[src/rtl/hfs_pkg.sv]
// package: constants and types for the hex float single precision datapath
package hfs_pkg;
	localparam int unsigned WORD_W = 16;
	localparam int unsigned EXP_W = 7;
	localparam int unsigned MANT_W = 24;
	localparam int unsigned SIGN_POS = 15;
	localparam int unsigned EXP_MSB = 14;
	localparam int unsigned EXP_LSB = 8;
	localparam int unsigned MHI_W = 8;
	localparam int unsigned DIGIT_W = 4;
	localparam logic [6:0] EXP_BIAS = 7'h40;
	localparam logic [6:0] EXP_ZERO = 7'h00;
	localparam logic [15:0] WORD_RST = 16'h0000;
	localparam int unsigned MUL_STEPS = 24;
	localparam int unsigned DIV_STEPS = 28;
	localparam int unsigned NORM_MAX = 6;
	localparam logic [4:0] CNT_RST = 5'h00;

	typedef enum logic [1:0] {
		HFS_OP_ADD = 2'h0,
		HFS_OP_SUB = 2'h1,
		HFS_OP_MUL = 2'h2,
		HFS_OP_DIV = 2'h3
	} hfs_op_t;

	typedef enum logic [5:0] {
		HFS_IDLE = 6'h01,
		HFS_ALIGN = 6'h02,
		HFS_ITER = 6'h04,
		HFS_CARRY = 6'h08,
		HFS_NORM = 6'h10,
		HFS_DONE = 6'h20
	} hfs_state_t;
endpackage

[src/rtl/hfs_cmp.sv]
// magnitude comparator for two normalised single precision operands
`timescale 1ns/100ps
module hfs_cmp
(
	input wire logic [6:0] a_exp,
	input wire logic [23:0] a_mant,
	input wire logic [6:0] b_exp,
	input wire logic [23:0] b_mant,
	output logic a_gt,
	output logic a_eq
);
	// exponents decide first, mantissas only break a tie
	always_comb
	begin
		if (a_exp != b_exp)
		begin
			a_gt = (a_exp > b_exp);
			a_eq = 1'b0;
		end
		else
		begin
			a_gt = (a_mant > b_mant);
			a_eq = (a_mant == b_mant);
		end
	end
endmodule // hfs_cmp

[src/rtl/hfs_datapath.sv]
// top: sequential hex float single precision add, subtract, multiply, divide
`timescale 1ns/100ps
module hfs_datapath
(
	input wire logic mclk,
	input wire logic rst,
	input wire logic start,
	input wire logic [1:0] op,
	input wire logic [15:0] a_hi,
	input wire logic [15:0] a_lo,
	input wire logic [15:0] b_hi,
	input wire logic [15:0] b_lo,
	output logic busy,
	output logic done,
	output logic [15:0] r_hi,
	output logic [15:0] r_lo,
	output logic exp_ovf,
	output logic exp_unf,
	output logic div_zero
);
	// ----------------------------------------------------------------
	// field helpers
	// ----------------------------------------------------------------
	function automatic logic [6:0] f_exp(input logic [15:0] hi);
		f_exp = hi[hfs_pkg::EXP_MSB:hfs_pkg::EXP_LSB];
	endfunction

	function automatic logic [23:0] f_mant(input logic [15:0] hi, input logic [15:0] lo);
		f_mant = {hi[7:0], lo};
	endfunction

	// ----------------------------------------------------------------
	// state
	// ----------------------------------------------------------------
	hfs_pkg::hfs_state_t state_reg;
	hfs_pkg::hfs_op_t op_reg;
	logic sign_reg;
	logic [8:0] exp_reg; // signed-ish working exponent, bias kept, 2 guard bits
	logic [27:0] acc_reg; // one guard digit above the 24-bit mantissa
	logic [23:0] a_m_reg;
	logic [23:0] b_m_reg;
	logic [4:0] cnt_reg;
	logic [47:0] prod_reg;
	logic sa;
	logic sb;
	logic [6:0] ea;
	logic [6:0] eb;
	logic [23:0] ma;
	logic [23:0] mb;
	logic a_gt;
	logic a_eq;
	logic sb_eff;
	logic [6:0] ediff;
	logic [27:0] small_sh;

	assign sa = a_hi[hfs_pkg::SIGN_POS];
	assign sb = b_hi[hfs_pkg::SIGN_POS];
	assign ea = f_exp(a_hi);
	assign eb = f_exp(b_hi);
	assign ma = f_mant(a_hi, a_lo);
	assign mb = f_mant(b_hi, b_lo);
	assign sb_eff = sb ^ (op == 2'(hfs_pkg::HFS_OP_SUB));

	hfs_cmp u_cmp
	(
		.a_exp(ea),
		.a_mant(ma),
		.b_exp(eb),
		.b_mant(mb),
		.a_gt(a_gt),
		.a_eq(a_eq)
	);

	// alignment shift of the smaller operand, dropped digits lost
	always_comb
	begin
		if (a_gt || a_eq)
			ediff = ea - eb;
		else
			ediff = eb - ea;
		if (ediff > 7'd6)
			small_sh = 28'h0000000;
		else if (a_gt || a_eq)
			small_sh = {4'h0, mb} >> (ediff * 3'(hfs_pkg::DIGIT_W));
		else
			small_sh = {4'h0, ma} >> (ediff * 3'(hfs_pkg::DIGIT_W));
	end

	// ----------------------------------------------------------------
	// control sequence
	// ----------------------------------------------------------------
	// one-hot sequencer; divide keeps a remainder in the low 28 bits of prod_reg
	always_ff @(posedge mclk or posedge rst)
	begin
		if (rst)
		begin
			state_reg <= hfs_pkg::HFS_IDLE;
			op_reg <= hfs_pkg::HFS_OP_ADD;
			sign_reg <= 1'b0;
			exp_reg <= 9'h000;
			acc_reg <= 28'h0000000;
			a_m_reg <= 24'h000000;
			b_m_reg <= 24'h000000;
			cnt_reg <= hfs_pkg::CNT_RST;
			prod_reg <= 48'h000000000000;
			div_zero <= 1'b0;
		end
		else
		begin
			case (state_reg)
				hfs_pkg::HFS_IDLE:
				begin
					if (start)
					begin
						op_reg <= hfs_pkg::hfs_op_t'(op);
						a_m_reg <= ma;
						b_m_reg <= mb;
						cnt_reg <= hfs_pkg::CNT_RST;
						div_zero <= 1'b0;
						state_reg <= hfs_pkg::HFS_ALIGN;
						if (op[1] == 1'b0)
						begin
							// larger magnitude sets sign and exponent
							if (a_gt || a_eq)
							begin
								sign_reg <= sa;
								exp_reg <= {2'b00, ea};
								acc_reg <= (sa == sb_eff) ? ({4'h0, ma} + small_sh)
									: ({4'h0, ma} - small_sh);
							end
							else
							begin
								sign_reg <= sb_eff;
								exp_reg <= {2'b00, eb};
								acc_reg <= (sa == sb_eff) ? ({4'h0, mb} + small_sh)
									: ({4'h0, mb} - small_sh);
							end
						end
						else if (op == 2'(hfs_pkg::HFS_OP_MUL))
						begin
							sign_reg <= sa ^ sb;
							exp_reg <= {2'b00, ea} + {2'b00, eb} - {2'b00, hfs_pkg::EXP_BIAS};
							prod_reg <= 48'h000000000000;
						end
						else
						begin
							sign_reg <= sa ^ sb;
							exp_reg <= {2'b00, ea} - {2'b00, eb} + {2'b00, hfs_pkg::EXP_BIAS};
							prod_reg <= {24'h000000, ma};
							div_zero <= (mb == 24'h000000);
						end
					end
				end
				hfs_pkg::HFS_ALIGN:
				begin
					state_reg <= op_reg[1] ? hfs_pkg::HFS_ITER : hfs_pkg::HFS_CARRY;
				end
				hfs_pkg::HFS_ITER:
				begin
					cnt_reg <= cnt_reg + 5'h01;
					if (op_reg == hfs_pkg::HFS_OP_MUL)
					begin
						// shift-add, one multiplier bit per cycle; sum is 49 bits so carry survives
						prod_reg <= 48'(({1'b0, prod_reg} + (b_m_reg[cnt_reg]
							? {1'b0, a_m_reg, 24'h000000} : 49'h0000000000000)) >> 1);
						if (cnt_reg == 5'(hfs_pkg::MUL_STEPS - 1))
						begin
							state_reg <= hfs_pkg::HFS_CARRY;
							acc_reg <= 28'h0000000;
						end
					end
					else
					begin
						// restoring division against eight times the divisor: quotient of two
						// normalised mantissas is below 16, so four integer bits come first
						if (prod_reg[27:0] >= {1'b0, b_m_reg, 3'h0})
						begin
							prod_reg[27:0] <= (prod_reg[27:0] - {1'b0, b_m_reg, 3'h0}) << 1;
							acc_reg <= {acc_reg[26:0], 1'b1};
						end
						else
						begin
							prod_reg[27:0] <= prod_reg[27:0] << 1;
							acc_reg <= {acc_reg[26:0], 1'b0};
						end
						if (cnt_reg == 5'(hfs_pkg::DIV_STEPS - 1))
							state_reg <= hfs_pkg::HFS_CARRY;
					end
				end
				hfs_pkg::HFS_CARRY:
				begin
					if (op_reg == hfs_pkg::HFS_OP_MUL && cnt_reg != hfs_pkg::CNT_RST)
					begin
						acc_reg <= {4'h0, prod_reg[47:24]};
						cnt_reg <= hfs_pkg::CNT_RST;
					end
					else
					begin
						if (acc_reg[27:24] != 4'h0)
						begin
							// truncate the digit that falls off
							acc_reg <= acc_reg >> hfs_pkg::DIGIT_W;
							exp_reg <= exp_reg + 9'h001;
						end
						state_reg <= hfs_pkg::HFS_NORM;
					end
				end
				hfs_pkg::HFS_NORM:
				begin
					if (acc_reg[23:0] == 24'h000000)
						state_reg <= hfs_pkg::HFS_DONE;
					else if (acc_reg[23:20] == 4'h0)
					begin
						acc_reg <= acc_reg << hfs_pkg::DIGIT_W;
						exp_reg <= exp_reg - 9'h001;
					end
					else
						state_reg <= hfs_pkg::HFS_DONE;
				end
				hfs_pkg::HFS_DONE:
				begin
					state_reg <= hfs_pkg::HFS_IDLE;
				end
				default:
				begin
					state_reg <= hfs_pkg::HFS_IDLE;
				end
			endcase
		end
	end

	// ----------------------------------------------------------------
	// result packing
	// ----------------------------------------------------------------
	// exponent range is checked on the 9-bit working value; out of range clamps to zero
	logic res_zero;
	logic res_ovf;
	logic res_unf;
	assign res_zero = (acc_reg[23:0] == 24'h000000) || div_zero;
	assign res_ovf = !exp_reg[8] && exp_reg[7] && !res_zero;
	assign res_unf = exp_reg[8] && !res_zero;

	always_ff @(posedge mclk or posedge rst)
	begin
		if (rst)
		begin
			r_hi <= hfs_pkg::WORD_RST;
			r_lo <= hfs_pkg::WORD_RST;
			done <= 1'b0;
			busy <= 1'b0;
			exp_ovf <= 1'b0;
			exp_unf <= 1'b0;
		end
		else
		begin
			done <= (state_reg == hfs_pkg::HFS_DONE);
			busy <= (state_reg != hfs_pkg::HFS_IDLE) || start;
			if (state_reg == hfs_pkg::HFS_DONE)
			begin
				exp_ovf <= res_ovf;
				exp_unf <= res_unf;
				if (res_zero || res_unf || res_ovf)
				begin
					r_hi <= hfs_pkg::WORD_RST;
					r_lo <= hfs_pkg::WORD_RST;
				end
				else
				begin
					r_hi <= {sign_reg, exp_reg[6:0], acc_reg[23:16]};
					r_lo <= acc_reg[15:0];
				end
			end
		end
	end

	// ----------------------------------------------------------------
	// checks
	// ----------------------------------------------------------------
	a_zero_canon: assert property (@(posedge mclk) disable iff (rst)
		done && r_lo == 16'h0000 && r_hi[7:0] == 8'h00 |-> r_hi == 16'h0000)
		else $error("zero result not canonical");
	a_norm_digit: assert property (@(posedge mclk) disable iff (rst)
		done && r_hi != 16'h0000 |-> r_hi[7:4] != 4'h0)
		else $error("result not normalised");
	a_done_after: assert property (@(posedge mclk) disable iff (rst)
		state_reg == hfs_pkg::HFS_DONE |=> done)
		else $error("done missing");
	a_carry_bump: assert property (@(posedge mclk) disable iff (rst)
		state_reg == hfs_pkg::HFS_CARRY && !(op_reg == hfs_pkg::HFS_OP_MUL
		&& cnt_reg != hfs_pkg::CNT_RST) && acc_reg[27:24] != 4'h0
		|=> exp_reg == $past(exp_reg) + 9'h001)
		else $error("carry did not raise exponent");
	a_norm_step: assert property (@(posedge mclk) disable iff (rst)
		state_reg == hfs_pkg::HFS_NORM && acc_reg[23:0] != 24'h000000
		&& acc_reg[23:20] == 4'h0 |=> exp_reg == $past(exp_reg) - 9'h001
		&& acc_reg[23:4] == $past(acc_reg[19:0]))
		else $error("normalise step wrong");
	a_add_latency: assert property (@(posedge mclk) disable iff (rst)
		state_reg == hfs_pkg::HFS_IDLE && start && op[1] == 1'b0
		|-> ##[4:12] done)
		else $error("add did not finish in time");
endmodule // hfs_datapath

[config.mk]
export PLATFORM = sky130hd
export DESIGN_NAME = hfs_datapath
export DESIGN_NICKNAME = d
export VERILOG_FILES = /design/src/rtl/hfs_pkg.sv /design/src/rtl/hfs_cmp.sv /design/src/rtl/hfs_datapath.sv
export SDC_FILE = /design/constraint.sdc
export NUM_CORES = 1
export LEC_CHECK = 0
export BUFFER_PORTS_ARGS = -buffer_cell sky130_fd_sc_hd__buf_2
export CORE_MARGIN = 2
export CORE_UTILIZATION = 46
export CTS_BUF_LIST = sky130_fd_sc_hd__clkbuf_8
export CTS_CLUSTER_SIZE = 30
export DETAILED_ROUTE_END_ITERATION = 10
export GPL_ROUTABILITY_DRIVEN = 0
export PLACE_DENSITY = 0.62
export SLEW_MARGIN = 20
export SYNTH_ARGS = -nofsm -noshare
export SYNTH_HDL_FRONTEND = slang
export SYNTH_SLANG_ARGS = --single-unit
[constraint.sdc]
create_clock -name mclk -period 14.1 [get_ports mclk]
set_input_delay 0.705 -clock mclk [delete_from_list [all_inputs] [get_ports mclk]]
set_output_delay 0.705 -clock mclk [all_outputs]
set_load 0.01 [all_outputs]
==> results.yml <==
floorplanning:
  initial_core_util_pct: 46.4
  die_area_sq_um: 38200
  num_rows: 70
  io_pins: 106
  core-area_sq_um: 36300
  die_y_um: 196
  die_w_um: 196
synth:
  ys_types: 91
  synth_mux_area_share_pct: 4.66
  synth_top_area_share_pct: 27.1
  ys_warn_count: 0
  synth_cells: 2104
  synth_flop_cell: "dfrtp_1"
  synth_area_per_cell_sq_um: 8.02
  async_flop_share_pct: 100
  ys_seq_elements: 184
  synth_xor_area_share_pct: 4.62
  yosysTopAreaCell: "dfrtp_1"
  synth_area_leaders: "dfrtp_1, ha_1, nand2_1"
  synth_compound_area_share_pct: 27.1
  syn-cell-area_sq_um: 16900
  synthSimpleGateAreaFrac_pct: 20.4
  synth_edf_count: 0
  synth-seq-area-share_pct: 27.3
  syn_nets: 2313
  synthAdderAreaFrac_pct: 10.7
  synth_top_family_by_area: "compound AO/OA/AOI/OAI gates"
cells_and_area:
  final_cells: 2623
  multi_input_area_sq_um: 11400
  regArea_sq_um: 4610
  final_cell_mix: "nand2_1, dfrtp_1, nor2_1, o21ai_0"
  largest_register_ff_count: 48
  nNetsFinal: 2350
  fillers: 3537
  area_growth_pct: 7.79
  fin_area_sq_um: 18200
  mostFrequentLayoutCell: "nand2_1"
  drive_gt1_share_pct: 11.3
grt:
  grt_start_max_net_pins: 116
  antenna_found_initial: 1
  grtUsageTotal_pct: 30.7
  grt_pass1_wl_um: 90900
  grt_pass1_vias: 15514
  grt-ovfl-total: 0
drt:
  drt_iter0_drc: 2074
  drc: 0
  vias: 16782
  postRouteAntennaNets: 0
  first_pass_iters: 9
  avgRoutedWirePerCell_um: 22.5
  wl_um: 58900
  viasPerCell: 6.40
place:
  hpwl_um: 44000
  place_inst: 2590
  io_buffers: 105
  post_dp_cell_area_sq_um: 17800
hold_path:
  hold_path_class: "in -> async"
critical_path:
  r2r-end: "prod_reg[44]$_DFFE_PP0P_"
  end_kind: "flip-flop"
  path_class: "in -> reg"
  worstSetupStartpointType: "primary input"
  reg2reg_depth: 18
  rrSetupSlack_ns: 8.25
  r2r-start: "cnt_reg[0]$_DFFE_PP0P_"
  cp_max_fo: 58
  crit_required_ns: 14.46
  worstPathArrival_ns: 8.31
timing:
  finClkSkew_ns: 0.0150
  fmax_mhz: 126
  fin_crit_sh_pct: 56.3
  setup_viol_count_final: 0
  hold_violations: 0
  slew_headroom_pct: 36.4
  slew_viol_final: 0
  setup_tns_ns: 0
  rsz0062_at_grt: "false"
  tightest_slew_ns: 0.954
  period_minus_slack_ns: 7.94
clock_tree:
  clk_path_buf_depth: 2
  cts_tree: "yes"
  ctsResizeCount: 0
  clock_latency_ns: 0.51
  ctsHtreeMaxLevel: 4
  root_buffer: "clkbuf_8"
  clkTransAtPathRegs_ns: 0.11
  cts_sinks: 184
  postCtsSetupBuffers: 0
  cts_inserted_buffers: 17
  hold_buffers: 0
status:
  status: "finished clean"
power_and_ir_drop:
  p_seq_share_pct: 29.2
  p_sw_uw: 1570
  irDropWorstVdd_mv: 0.108
  switching_share_pct: 48.1
  pwr-share-comb_pct: 58.7
  intPower_uw: 1690
  cellPowerDensity_nw_per_um2: 179
  leakage_uw: 0.00820
  p_clk_share_pct: 12.1
job:
  max_cap_viol_count: 0
==> Yosys cell counts, types with 12 or more instances <==
library cell,number
mux2i_1,29
nor4_1,21
and3_1,17
clkbuf_1,85
a31oi_1,64
nand2_1,255
ha_1,133
a21oi_1,135
nor3_1,44
a221oi_1,20
o21a_1,16
or3_1,20
nor2_1,180
dfrtp_1,183
a211oi_1,22
nand2b_1,20
nor2b_1,46
a22oi_1,14
a222oi_1,22
o21ai_0,163
a21o_1,27
mux2_2,26
nand3_1,53
o31ai_1,12
xor2_1,26
inv_1,108
nand4_1,17
or2_2,14
a22o_1,53
o211ai_1,24
xnor2_1,63
==> per-stage QoR <==
step | utilization, % | worst slack [ns] | total power [uW] | hold slack [ns]
after floorplan | - | 7.88 | 2310 | 0.438
after global placement | 48.9 | 6.09 | 2800 | 0.451
after detailed placement | 48.9 | 5.84 | 2830 | 0.457
after CTS | 50.0 | 6.36 | 3230 | 0.384
after global routing | 50.0 | 5.56 | 3520 | 0.428
final | 50.0 | 6.16 | 3260 | 0.352
==> critical path: stages <==
cell and delay (ns):
buf_2 0.12, inv_1 0.05, ha_2 0.29, buf_4 0.52
nand3_1 0.19, o31ai_1 0.46, a21o_1 0.78, nand2_2 0.63
mux2_2 0.58, o21a_1 0.14, a21oi_1 0.34, nor3b_2 0.35
and3_1 0.43, nor2_1 0.09, xnor2_1 0.15, ha_1 0.35
o21ai_0 0.13, o21ai_0 0.24, nand2_1 0.12, o31ai_1 0.48
o41ai_1 0.16, o21ai_0 0.34, o21ai_0 0.17, a31oi_2 0.20
xnor2_1 0.16, o221ai_2 0.11
==> how the worst max path moves through the flow <==
| stage | from | endpoint | slack, ns | cells after the start |
|---|---|---|---|---|
| 2_1_floorplan | b_hi[14] | acc_reg[23]$_DFFE_PP0P_ | 7.88 | 28 |
| 3_3_place_gp | a_hi[8] | acc_reg[25]$_DFFE_PP0P_ | 6.09 | 26 |
| 3_5_place_dp | a_hi[8] | acc_reg[25]$_DFFE_PP0P_ | 5.84 | 26 |
| 4_1_cts | a_hi[8] | acc_reg[25]$_DFFE_PP0P_ | 6.36 | 26 |
| 5_1_grt | a_hi[8] | acc_reg[23]$_DFFE_PP0P_ | 5.56 | 27 |
| 6_report | a_hi[8] | acc_reg[25]$_DFFE_PP0P_ | 6.16 | 26 |
==> logic make-up (layout without fill, tap and decap cells) <==
kind of cell | count (synthesis) | in the layout
buffers and inverters | 222 | 272
other | 0 | 1
muxes | 64 | 64
xor gates and xnor gates | 89 | 89
and+or+nand+nor | 729 | 729
AOI/OAI and AO/OA | 676 | 676
adders and majority gates | 140 | 140
DFF | 184 | 184
==> routing by layer <==
layer	track usage (%)	vias to the layer above	part of all wire (%)
li1	-	7830	-
met2	45.7	802	43
met3	5.39	138	8.2
met5	0	-	0
met1	44.0	8012	45
met4	12.1	0	4.1
==> cell type report <==
| cell class | instances | share of cell area [%] |
|---|---|---|
| multi-input cells | 1698 | 62.9 |
| flip-flops and latches | 184 | 25.3 |
| repair buffers | 130 | 3.92 |
| well taps | 468 | 3.22 |
| inverters | 110 | 2.31 |
| clock buffers | 18 | 1.36 |
| clock inverters | 14 | 0.949 |
| diodes | 1 | 0.0138 |
==> power groups by stage <==
stage	combinational (uW)	clock, uW	sequential [uW]
floorplan	1410	0	901
global placement	1840	0	953
detailed placement	1870	0	959
CTS	1880	402	948
global route	2120	424	981
finish	1910	394	952
(Power assumes the default switching activity.)
